**src/include/bro_params.svh**
```systemverilog
// Constants for the parallel BCD result output port.
// Assumes a single 125 MHz clock; times are given in milliseconds.
`ifndef BRO_PARAMS_SVH
`define BRO_PARAMS_SVH

// Clock rate in kHz, so that cycles = ms * kHz
`define BRO_CLK_KHZ      125000

// Result layout
`define BRO_DIGITS       5
`define BRO_BCD_W        20
`define BRO_CNT_W        24

// Port timing in ms
`define BRO_SETUP_MS     30
`define BRO_STROBE_MS    40
`define BRO_TAIL_MS      16
`define BRO_PERIOD_MS    64
`define BRO_REARM_MS     20

// Reset values
`define BRO_BCD_RST      20'h00000
`define BRO_CNT_RST      24'h000000

`endif

```
**src/include/bro_pkg.sv**
```systemverilog
// Types shared by the BCD result output port and its phase timer.
// Widths come from bro_params.svh.
`include "bro_params.svh"

package bro_pkg;

  // Output sequence phases
  typedef enum logic [2:0] {
    BRO_IDLE,
    BRO_SETUP,
    BRO_STROBE,
    BRO_GAP,
    BRO_TAIL
  } bro_state_e;

  // Phase counter and BCD word
  typedef logic [`BRO_CNT_W-1:0] bro_cnt_t;
  typedef logic [`BRO_BCD_W-1:0] bro_bcd_t;

endpackage

```
**src/bro_output_port.sv**
```systemverilog
// Parallel BCD result output port: request-driven single and continuous
// output of the measurement with a data-valid strobe and a hold input.
// Assumes request and hold are synchronous to clk and the measurement
// inputs carry the present result, stable while the producer updates it.
//
// Notes on behaviour
// - A BCD result is only put on the data lines in answer to a read request.
// - A request edge places data at once and raises the strobe 30 ms later.
// - In a single read the strobe stays high for 40 ms and then falls.
// - In a single read the data lines go off 16 ms after the strobe falls.
// - A held request repeats the sequence with a fresh result every 64 ms.
// - Hold keeps the earlier result in place of the later one, never dropping lines low.
// - Request and hold inputs are active low.
`timescale 1ns/1ps
`include "bro_params.svh"

module bro_output_port #(
  parameter int unsigned T_SETUP_CYC  = `BRO_SETUP_MS * `BRO_CLK_KHZ,
  parameter int unsigned T_STROBE_CYC = `BRO_STROBE_MS * `BRO_CLK_KHZ,
  parameter int unsigned T_TAIL_CYC   = `BRO_TAIL_MS * `BRO_CLK_KHZ,
  parameter int unsigned T_GAP_CYC    = (`BRO_PERIOD_MS - `BRO_STROBE_MS) * `BRO_CLK_KHZ
) (
  // Clock and reset
  input  wire logic              clk,
  input  wire logic              nrst,
  // Control contacts from the reader
  input  wire logic              reqN,
  input  wire logic              holdN,
  // Present measurement
  input  wire bro_pkg::bro_bcd_t measBcd,
  input  wire logic              measNeg,
  input  wire logic              measOver,
  // BCD result lines
  output bro_pkg::bro_bcd_t      bcdOut,
  output logic                   polarityOut,
  output logic                   overOut,
  output logic                   dataOn,
  output logic                   dataValid
);

  typedef struct packed {
    bro_pkg::bro_state_e state;
    logic                reqPrev;
    bro_pkg::bro_bcd_t   bcd;
    logic                neg;
    logic                over;
    logic                on;
    logic                valid;
  } bro_port_s;

  logic              rstMeta;
  logic              rstSync;
  bro_port_s         port_reg;
  bro_port_s         port_next;
  logic              reqOn;
  logic              holdOn;
  logic              tmrStart;
  bro_pkg::bro_cnt_t tmrLimit;
  logic              tmrDone;

  // Reset release through two flops
  always_ff @(posedge clk or negedge nrst)
  begin
    if (!nrst)
    begin
      rstMeta <= 1'b0;
      rstSync <= 1'b0;
    end
    else
    begin
      rstMeta <= 1'b1;
      rstSync <= rstMeta;
    end
  end

  // Contacts closed to common read as asserted
  assign reqOn  = ~reqN;
  assign holdOn = ~holdN;

  // Phase timer shared by all phases
  bro_phase_timer u_timer (
    .clk   (clk),
    .rstN  (rstSync),
    .start (tmrStart),
    .limit (tmrLimit),
    .done  (tmrDone),
    .busy  ()
  );

  // Output sequence
  always_comb
  begin
    port_next = port_reg;
    tmrStart  = 1'b0;
    tmrLimit  = `BRO_CNT_RST;
    port_next.reqPrev = reqOn;
    unique case (port_reg.state)
      bro_pkg::BRO_IDLE:
      begin
        // Only a new request edge puts a result out
        if (reqOn && !port_reg.reqPrev)
        begin
          port_next.bcd   = measBcd;
          port_next.neg   = measNeg;
          port_next.over  = measOver;
          port_next.on    = 1'b1;
          port_next.state = bro_pkg::BRO_SETUP;
          tmrStart = 1'b1;
          tmrLimit = `BRO_CNT_W'(T_SETUP_CYC);
        end
      end
      bro_pkg::BRO_SETUP:
      begin
        // Data settled, raise the strobe
        if (tmrDone)
        begin
          port_next.valid = 1'b1;
          port_next.state = bro_pkg::BRO_STROBE;
          tmrStart = 1'b1;
          tmrLimit = `BRO_CNT_W'(T_STROBE_CYC);
        end
      end
      bro_pkg::BRO_STROBE:
      begin
        // Data frozen while the strobe is high
        if (tmrDone)
        begin
          port_next.valid = 1'b0;
          tmrStart = 1'b1;
          if (reqOn)
          begin
            port_next.state = bro_pkg::BRO_GAP;
            tmrLimit = `BRO_CNT_W'(T_GAP_CYC);
          end
          else
          begin
            port_next.state = bro_pkg::BRO_TAIL;
            tmrLimit = `BRO_CNT_W'(T_TAIL_CYC);
          end
        end
      end
      bro_pkg::BRO_GAP:
      begin
        // Lines keep the last result until the next strobe
        if (tmrDone)
        begin
          tmrStart = 1'b1;
          if (reqOn)
          begin
            // Under hold the earlier result stays, never a low gap
            if (!holdOn)
            begin
              port_next.bcd  = measBcd;
              port_next.neg  = measNeg;
              port_next.over = measOver;
            end
            port_next.valid = 1'b1;
            port_next.state = bro_pkg::BRO_STROBE;
            tmrLimit = `BRO_CNT_W'(T_STROBE_CYC);
          end
          else
          begin
            port_next.state = bro_pkg::BRO_TAIL;
            tmrLimit = `BRO_CNT_W'(T_TAIL_CYC);
          end
        end
      end
      bro_pkg::BRO_TAIL:
      begin
        // Release the lines to their off state
        if (tmrDone)
        begin
          port_next.bcd   = `BRO_BCD_RST;
          port_next.neg   = 1'b0;
          port_next.over  = 1'b0;
          port_next.on    = 1'b0;
          port_next.state = bro_pkg::BRO_IDLE;
        end
      end
    endcase
  end

  // State register
  always_ff @(posedge clk or negedge rstSync)
  begin
    if (!rstSync)
    begin
      port_reg <= '{state: bro_pkg::BRO_IDLE, reqPrev: 1'b0, bcd: `BRO_BCD_RST,
                    neg: 1'b0, over: 1'b0, on: 1'b0, valid: 1'b0};
    end
    else
    begin
      port_reg <= port_next;
    end
  end

  // Outputs straight from flops
  assign bcdOut      = port_reg.bcd;
  assign polarityOut = port_reg.neg;
  assign overOut     = port_reg.over;
  assign dataOn      = port_reg.on;
  assign dataValid   = port_reg.valid;

endmodule

```
**src/bro_phase_timer.sv**
```systemverilog
// One-shot down counter timing each phase of the output sequence.
// Assumes start is a one-cycle pulse and limit is at least 2.
`timescale 1ns/1ps
`include "bro_params.svh"

module bro_phase_timer (
  // Clock and reset
  input  wire logic             clk,
  input  wire logic             rstN,
  // Control
  input  wire logic             start,
  input  wire bro_pkg::bro_cnt_t limit,
  // Status
  output logic                  done,
  output logic                  busy
);

  typedef struct packed {
    bro_pkg::bro_cnt_t cnt;
    logic              run;
    logic              done;
  } bro_tmr_s;

  bro_tmr_s tmr_reg;
  bro_tmr_s tmr_next;

  // Reload on start, count down, pulse done at the end
  always_comb
  begin
    tmr_next = tmr_reg;
    tmr_next.done = 1'b0;
    if (start)
    begin
      tmr_next.cnt = limit - `BRO_CNT_W'(1); // User acts on done limit edges on
      tmr_next.run = 1'b1;
    end
    else if (tmr_reg.run)
    begin
      if (tmr_reg.cnt == `BRO_CNT_W'(1))
      begin
        tmr_next.run  = 1'b0;
        tmr_next.done = 1'b1;
      end
      else
      begin
        tmr_next.cnt = tmr_reg.cnt - `BRO_CNT_W'(1);
      end
    end
  end

  // State register
  always_ff @(posedge clk or negedge rstN)
  begin
    if (!rstN)
    begin
      tmr_reg <= '{cnt: `BRO_CNT_RST, run: 1'b0, done: 1'b0};
    end
    else
    begin
      tmr_reg <= tmr_next;
    end
  end

  // Outputs from flops
  assign done = tmr_reg.done;
  assign busy = tmr_reg.run;

endmodule

```
**config.mk**
```make
export PLATFORM = sky130hd
export DESIGN_NAME = bro_output_port
export DESIGN_NICKNAME = d
export VERILOG_FILES = /design/src/include/bro_pkg.sv /design/src/bro_output_port.sv /design/src/bro_phase_timer.sv
export VERILOG_INCLUDE_DIRS = /design/src /design/src/include
export SDC_FILE = /design/constraint.sdc
export NUM_CORES = 1
export LEC_CHECK = 0
export BUFFER_PORTS_ARGS = -buffer_cell sky130_fd_sc_hd__buf_2
export CORE_UTILIZATION = 55
export CTS_CLUSTER_SIZE = 8
export DETAILED_ROUTE_END_ITERATION = 12
export HOLD_SLACK_MARGIN = 0.1
export PLACE_DENSITY = 0.78
export SLEW_MARGIN = 20
export SYNTH_ARGS = -nofsm -noshare
export SYNTH_HDL_FRONTEND = slang
export SYNTH_SLANG_ARGS = --single-unit
```
**constraint.sdc**
```tcl
create_clock -name clk -period 2.3 [get_ports clk]
set_input_delay 0.115 -clock clk [delete_from_list [all_inputs] [get_ports clk]]
set_output_delay 0.115 -clock clk [all_outputs]
set_load 0.01 [all_outputs]
```
==> out/qor.txt, run 1 <==
status: finished, final reports clean
global-route wire length before repair: 12800 um
FF+latch count, synth: 56
Layout Area Growth over Synthesis: 22.6%
top-count cell post-synth: dfrtp_1
# rows: 27
Hold WC Path Type: input pin to asynchronous set/reset pin
routed via count: 2877
Remaining DRCs: 0
RSZ-0062 raised after global routing: true
count of maximum capacitance violations: 0
PwrDens: 471 mW/mm2
via/cell ratio: 5.84
Sum Neg Setup Slack: 0 ps
Yosys top cell area share: 44.5%
CP endpoint kind: flip-flop
Hold Vio Cnt, Final: 0
vias in the first global route: 2775
total power: 1.82 mW
top post-synthesis cells by count: 56 x dfrtp_1, 31 x o21ai_0, 30 x inv_1
Starting Density: 57.1%
DIE AREA: 0.00603 mm2
Critical Path Start Type: flip-flop
Finished Core Util: 70.1%
CTS tree: done
Port Buf Inserts: 49
Seq/Total Area, Yosys: 44.5%
async set-reset flop share out of synthesis: 100%
top cells by area, synth: dfrtp_1 45%, buf_4 5.0%, o21ai_0 4.9%
Crit Path Max Fanout: 7
Worst R2R Path Depth: 6
I/O Pins: 50
initial antenna violation count: 0
post-synth top area cell: dfrtp_1
worst vdd ir: 0.000366 V
TritonRoute pass-1 iters: 4
share of cells above drive strength 1: 24.9%
Final Skew: 8.47 ps
Post-Syn Area: 0.00315 mm2
Cell Chain, Critical Path: or4_4 -> or3_4 -> o21a_4 -> buf_4 -> o22ai_1 -> a21oi_1
Synth Instances: 347
area post-placement: 0.00348 mm2
required time of the critical path: 2510 ps
worst slew pin tran: 552 ps
CP max-delay cell: or4_4
fin crit share: 98.0%
ANT nets after route: 0
Largest register FFs: 24
Critical Path AT: 2460 ps
final setup fails: 0
n_diodes: 0
Yosys warning count: 0
WHS: 126 ps
max incr delay on CP: 600 ps
H-tree levels: 2
Post-synth EDFFs: 0
number of buffers created by CTS: 5
max-slew violations: 0
chip width: 77.6 um
clock net sink count: 56
drt wl/cell: 15.7 um
post-layout min period: 2250 ps
core area: 0.00551 mm2
Final Instance Area: 0.00386 mm2
syn avg cell area: 9.07 um2
Fillers: 408
Post-Syn Nets: 377
Tot GR Track Use: 27.0%
largest net degree at the start of global routing: 45
Clk pin slew, worst setup/hold paths: 100 ps
later-pin clock latency in the skew report: 320 ps
Crit Path Class: flip-flop to flip-flop
leakage power: 1.71 nW
Peak Freq: 444 MHz
Unique masters post-synth: 59
DIE HEIGHT: 77.6 um
Total Wirelength: 7750 um
gpl congestion: 0.895
Worst slew margin: 63.2%
DR iter-0 viols: 217
DP HPWL: 4980 um
GR Overflow Total: 0
Longest Clk Path Bufs: 2
Nets: 450
Most used DFF post-synth: dfrtp_1
CTS Root Cell: clkbuf_8
==> path summary, 6_finish.rpt <==
path,startpoint,end,slack (ps)
hold reg to reg,rstSync,bcdOut[7],250
max in group asynchronous,rstSync,u_timer.tmr_reg[12],1500
min in group clk,rstMeta,rstSync,370
setup / recovery,u_timer.tmr_reg[8],u_timer.tmr_reg[18],50
setup reg to reg,u_timer.tmr_reg[8],u_timer.tmr_reg[18],50
hold / removal,nrst,rstSync,130
==> worst max-delay path, delay by kind of cell, from the launching register on <==
kind,cells,cell delay (ps)
simple gates,2,1060
compound gates,3,520
flops,1,420
buf+inv,1,150
==> what timing repair did <==
| action | in CTS | in global routing |
|---|---|---|
| gates resized for setup | 0 | 2 |
| hold buffers | 24 | 0 |
| endpoints found under the setup margin | 0 | 6 |
| hold endpoints to repair | 25 | 0 |
| setup buffers | 0 | 2 |
==> metal layers <==
metal / global-route usage, % / share of wire (%) / up-vias
met5: 0 / 0 / -
met4: 11.9 / 2.2 / 0
met3: 4.47 / 4.4 / 21
met2: 43.5 / 49 / 102
met1: 35.9 / 45 / 1381
li1: - / - / 1373
==> cell families after synthesis <==
kind of cell	synth area share, %
xor+xnor	1.39
fa+ha+maj	1.59
compound gates	20.6
mux	0.318
simple gates	19.6
flops	44.5
other cells	0.119
buf+inv	11.8
==> where the power goes <==
group	internal, mW	switching [mW]
Combinational	0.0686	0.0564
Sequential	1.01	0.0213
Clock	0.330	0.331
==> stage by stage <==
step	setup slack, ps	instances
floorplan	30.2	347
global placement	101	458
detailed placement	59.6	458
finish	46.5	493
CTS	34.2	490
global route	-15.7	493
==> layout make-up <==
type	count	area (um2)	share of cell area (%)
sequential	56	1400	36.4
inverter	31	116	3.02
tap	72	90.1	2.34
timing repair buffer	106	749	19.4
multi-input combinational	220	1390	36.0
clock inverter	2	38.8	1.01
clock buffer	6	72.6	1.88
==> cells in the final DEF (no fill, tap or decap), types with 3 or more instances in the layout <==
| cell | netlist | final |
|---|---|---|
| or4_1 | 6 | 6 |
| nand3_1 | 24 | 24 |
| a21o_1 | 3 | 3 |
| xor2_1 | 4 | 4 |
| a31oi_1 | 10 | 10 |
| or3_1 | 3 | 3 |
| ha_1 | 4 | 4 |
| o21ai_0 | 31 | 31 |
| o22ai_1 | 6 | 6 |
| buf_2 | 1 | 49 |
| dfrtp_1 | 56 | 55 |
| o2111ai_1 | 3 | 3 |
| inv_1 | 30 | 30 |
| buf_4 | 21 | 31 |
| o211ai_1 | 6 | 6 |
| clkbuf_8 | 0 | 5 |
| nand3b_1 | 4 | 4 |
| nor4_1 | 5 | 5 |
| nand4_1 | 4 | 4 |
| dlygate4sd3_1 | 0 | 24 |
| nor3_1 | 11 | 11 |
| nor2_1 | 19 | 18 |
| nand2_1 | 19 | 19 |
| a21oi_1 | 13 | 12 |
No activity file was read; power rests on OpenSTA's default activity.
==> run 2: changes to the inputs <==
- RECOVER_POWER: unset -> 25
==> out/qor.txt, run 2 (synthesis gave the netlist of run 1 again) <==
gpl congestion: 0.895 (unchanged)
Worst Setup EP: u_timer.tmr_reg[18] (unchanged)
routed via count: 2867 (was 2877)
Largest register FFs: 24 (unchanged)
GR Overflow Total: 0 (unchanged)
# rows: 27 (unchanged)
Peak Freq: 444 MHz (about the same)
Port Buf Inserts: 49 (unchanged)
Remaining DRCs: 0 (unchanged)
drt wl/cell: 15.7 um (about the same)
status: finished, final reports clean (unchanged)
most common cell after layout, fill and taps aside: dfrtp_1 (unchanged)
DIE AREA: 0.00603 mm2 (unchanged)
I/O Pins: 50 (unchanged)
Layout Area Growth over Synthesis: 22.0% (was 22.6%)
Critical Path AT: 2460 ps (about the same)
initial antenna violation count: 0 (unchanged)
post-layout min period: 2250 ps (about the same)
Longest Clk Path Bufs: 2 (unchanged)
max-slew violations: 0 (unchanged)
ANT nets after route: 0 (unchanged)
fin crit share: 97.8% (was 98.0%)
Worst setup startpoint: u_timer.tmr_reg[8] (unchanged)
Clk pin slew, worst setup/hold paths: 100 ps (about the same)
required time of the critical path: 2510 ps (about the same)
via/cell ratio: 5.82 (was 5.84)
Worst R2R Path Depth: 6 (unchanged)
CTS tree: done (unchanged)
CP endpoint kind: flip-flop (unchanged)
FF-to-FF setup slack: 50 ps (about the same)
global-route wire length before repair: 12800 um (unchanged)
Hold WC Path Type: input pin to asynchronous set/reset pin (unchanged)
DIE HEIGHT: 77.6 um (unchanged)
worst vdd ir: 0.000363 V (was 0.000366 V)
CTS Root Cell: clkbuf_8 (unchanged)
TritonRoute pass-1 iters: 5 (was 4)
Final Skew: 8.50 ps (was 8.47 ps)
number of buffers created by CTS: 5 (unchanged)
Reg2Reg Launch Point: u_timer.tmr_reg[8] (unchanged)
largest net degree at the start of global routing: 45 (unchanged)
core area: 0.00551 mm2 (unchanged)
chip width: 77.6 um (unchanged)
Critical Path Start Type: flip-flop (unchanged)
Crit Path Max Fanout: 7 (unchanged)
PwrDens: 472 mW/mm2 (was 471 mW/mm2)
DP HPWL: 4980 um (unchanged)
count of maximum capacitance violations: 0 (unchanged)
worst r2r dst: u_timer.tmr_reg[18] (unchanged)
Nets: 450 (unchanged)
Hold Vio Cnt, Final: 0 (unchanged)
Worst slew margin: 41.3% (was 63.2%)
most frequent cells in the layout: 56 x dfrtp_1, 47 x buf_2, 31 x o21ai_0, 31 x buf_4, 30 x inv_1 (was 55 x dfrtp_1, 49 x buf_2, 31 x o21ai_0, 31 x buf_4, 30 x inv_1)
Crit Path Class: flip-flop to flip-flop (unchanged)
Starting Density: 57.1% (unchanged)
later-pin clock latency in the skew report: 320 ps (about the same)
leakage power: 1.70 nW (was 1.71 nW)
worst slew pin tran: 880 ps (was 552 ps)
total power: 1.81 mW (was 1.82 mW)
share of cells above drive strength 1: 24.2% (was 24.9%)
n_diodes: 0 (unchanged)
Sum Neg Setup Slack: 0 ps (unchanged)
Tot GR Track Use: 27.0% (unchanged)
Total Wirelength: 7750 um (about the same)
clock net sink count: 56 (unchanged)
RSZ-0062 raised after global routing: true (unchanged)
DR iter-0 viols: 225 (was 217)
vias in the first global route: 2775 (unchanged)
H-tree levels: 2 (unchanged)
final setup fails: 0 (unchanged)
==> run 2: cell count changes in the layout (fill, tap and decap cells not counted) <==
cell	previous run	this run
buf_2	49	47
dfrtp_1	55	56
clkbuf_2	0	1
dfrtp_2	1	0
buf_12	1	0
clkbuf_1	1	3
==> run 2: per-layer routing <==
layer  global-route usage, %  routed length, um  vias up
li1                        -                  -     1373
met1                    35.9               3450     1378
met2                    43.5               3810       99
met3                    4.47                349       17
met4                    11.9                138        0
met5                       0                  0        -
==> run 2: power breakdown <==
group	leakage, nW	switching (mW)	internal [mW]	total [mW]
registers	0.648	0.0208	1.01	1.03
logic	0.995	0.0564	0.0652	0.122
clock network	0.0558	0.334	0.330	0.663
==> run 2: area by class of cell <==
type                    count  area [um2]
fillers                   411        1670
flip-flops and latches     56        1400
multi-input cells         220        1390
repair buffers            106         732
inverters                  31         116
well taps                  72        90.1
clock buffers               6        72.6
clock inverters             2        38.8
==> run 2: per-stage QoR <==
step | worst slack, ps | cells | utilization, % | hold WS, ps | cell area [um2]
global route | -15.7 | 493 | 69.7 | 137 | 3840
finish | 50.2 | 493 | 69.7 | 131 | 3840
floorplan | 30.2 | 347 | - | -181 | 3150
CTS | 34.2 | 490 | 69.5 | 106 | 3830
global placement | 101 | 458 | 63.1 | -101 | 3480
detailed placement | 59.6 | 458 | 63.1 | -95.4 | 3480
==> run 2: worst min path at each step <==
stage / cells after the start / end / slack, ps
after floorplan: 0 / rstMeta / -180
after global placement: 1 / rstMeta / -100
after detailed placement: 1 / rstMeta / -100
after CTS: 2 / rstSync / 110
after global routing: 2 / rstSync / 140
final: 2 / rstSync / 130
==> run 2: worst max-delay path, cell delays in order (launching register included) <==
cell	delay [ps]
dfrtp_1	420
or4_4	600
or3_4	460
o21a_4	250
buf_4	150
o22ai_1	170
a21oi_1	100
==> run 2: repair_timing <==
item | CTS | global route
setup buffers | 0 | 2
hold buffers | 24 | 0
gates resized for setup | 0 | 2
hold endpoints to repair | 25 | 0
endpoints found under the setup margin | 0 | 6
==> run 3: changes to the inputs <==
- CAP_MARGIN: unset -> 20
- CTS_BUF_LIST: unset -> sky130_fd_sc_hd__clkbuf_8
==> out/qor.txt, run 3 (synthesis gave the netlist of run 1 again) <==
status: finished, final reports clean (unchanged)
Layout Area Growth over Synthesis: 22.0% (unchanged)
Final Non-Filler Cells: 493 (unchanged)
global-route wire length before repair: 12800 um (unchanged)
n_diodes: 0 (unchanged)
max incr delay on CP: 600 ps (about the same)
Reg2Reg Launch Point: u_timer.tmr_reg[8] (unchanged)
Hold Vio Cnt, Final: 0 (unchanged)
CP Buf/Inv Count: 1 (unchanged)
RSZ-0062 raised after global routing: true (unchanged)
most common cell after layout, fill and taps aside: dfrtp_1 (unchanged)
Critical Path AT: 2450 ps (was 2460 ps)
I/O Pins: 50 (unchanged)
Worst setup startpoint: u_timer.tmr_reg[8] (unchanged)
ANT nets after route: 0 (unchanged)
# rows: 27 (unchanged)
share of cells above drive strength 1: 24.2% (unchanged)
H-tree levels: 2 (unchanged)
largest net degree at the start of global routing: 45 (unchanged)
via/cell ratio: 5.78 (was 5.82)
routed via count: 2851 (was 2867)
most frequent cells in the layout: 56 x dfrtp_1, 47 x buf_2, 31 x inv_1, 31 x o21ai_0, 31 x buf_4 (was 56 x dfrtp_1, 47 x buf_2, 31 x o21ai_0, 31 x buf_4, 30 x inv_1)
TritonRoute pass-1 iters: 4 (was 5)
post-layout min period: 2250 ps (about the same)
later-pin clock latency in the skew report: 320 ps (about the same)
Remaining DRCs: 0 (unchanged)
leakage power: 1.70 nW (about the same)
Clk pin slew, worst setup/hold paths: 100 ps (about the same)
GR Overflow Total: 0 (unchanged)
Worst slew margin: 41.4% (was 41.3%)
Starting Density: 57.1% (unchanged)
Fillers: 411 (unchanged)
Nets: 450 (unchanged)
Port Buf Inserts: 49 (unchanged)
Crit Path Max Fanout: 7 (unchanged)
final setup fails: 0 (unchanged)
DR iter-0 viols: 202 (was 225)
Sum Neg Setup Slack: 0 ps (unchanged)
Longest Clk Path Bufs: 2 (unchanged)
Total Wirelength: 7750 um (about the same)
vias in the first global route: 2775 (unchanged)
worst slew pin tran: 880 ps (about the same)
Critical Path Start Type: flip-flop (unchanged)
CTS tree: done (unchanged)
Hold WC Path Type: input pin to asynchronous set/reset pin (unchanged)
chip width: 77.6 um (unchanged)
number of buffers created by CTS: 5 (unchanged)
DIE AREA: 0.00603 mm2 (unchanged)
CP endpoint kind: flip-flop (unchanged)
max-slew violations: 0 (unchanged)
required time of the critical path: 2510 ps (about the same)
count of maximum capacitance violations: 0 (unchanged)
core area: 0.00551 mm2 (unchanged)
DIE HEIGHT: 77.6 um (unchanged)
Multi-input gate area: 0.00139 mm2 (unchanged)
Top delay family on crit path: simple AND/OR/NAND/NOR gates (unchanged)
Tot GR Track Use: 27.0% (unchanged)
Crit Path Class: flip-flop to flip-flop (unchanged)
CP max-delay cell: or4_4 (unchanged)
Peak Freq: 445 MHz (was 444 MHz)
fin crit share: 97.8% (about the same)
CTS Root Cell: clkbuf_8 (unchanged)
Cell Chain, Critical Path: or4_4 -> or3_4 -> o21a_4 -> buf_4 -> o22ai_1 -> a21oi_1 (unchanged)
Final Skew: 8.47 ps (was 8.50 ps)
gpl congestion: 0.895 (unchanged)
clock net sink count: 56 (unchanged)
Largest register FFs: 24 (unchanged)
PwrDens: 471 mW/mm2 (was 472 mW/mm2)
initial antenna violation count: 0 (unchanged)
Inst Count DP: 458 (unchanged)
FF/Latch Area: 0.00140 mm2 (unchanged)
drt wl/cell: 15.7 um (about the same)
worst vdd ir: 0.000361 V (was 0.000363 V)
DP HPWL: 4980 um (unchanged)
[run 3: worst paths after layout]
kind	to	slack, ps	depth (start not counted)
max	u_timer.tmr_reg[18]	50	6
min	rstSync	130	2
max reg2reg	u_timer.tmr_reg[18]	50	6
min reg2reg	bcdOut[7]	370	0
max in group asynchronous	u_timer.tmr_reg[12]	620	1
min in group clk	rstSync	370	0
[run 3: worst reg2reg max path: stages, from the launching register on]
cell     delay, ps
dfrtp_1        420
or4_4          600
or3_4          460
o21a_4         250
buf_4          150
o22ai_1        170
a21oi_1        100
[run 3: cell type report]
cell class,instances,area share (%)
tap,72,2.35
clock inverter,3,1.11
multi-input combinational,220,36.1
inverter,31,3.03
clock buffer,5,1.79
timing repair buffer,106,19.1
sequential,56,36.5
[run 3: power by group]
group          internal, mW  total, mW  switching, mW
Sequential             1.01       1.03         0.0209
Clock                 0.325      0.659          0.333
Combinational        0.0652      0.121         0.0562
Total                  1.40       1.81          0.410
[run 3: what timing repair did]
action	in CTS	in global routing
endpoints found under the hold margin	25	0
hold buffers	24	0
setup endpoints to repair	0	5
buffers inserted	0	2
resized for setup	0	2
[run 3: through the flow]
step	util [%]	cell area, um2	worst slack [ps]	power, mW	hold WS (ps)
after floorplan	-	3150	30.2	1.11	-181
after detailed placement	63.1	3480	59.6	1.14	-95.4
after global routing	69.7	3840	-15.7	1.86	137
after CTS	69.5	3830	34.2	1.82	106
final	69.7	3840	51.1	1.81	131
after global placement	63.1	3480	101	1.14	-101
[run 3: metal layers]
layer	vias to the layer above	GRT usage [%]	part of all wire (%)	wire length, um
met5	-	0	0	0
met4	0	11.9	1.8	138
met3	17	4.47	4.2	329
met2	93	43.5	49	3780
met1	1369	35.9	45	3510
li1	1372	-	-	-
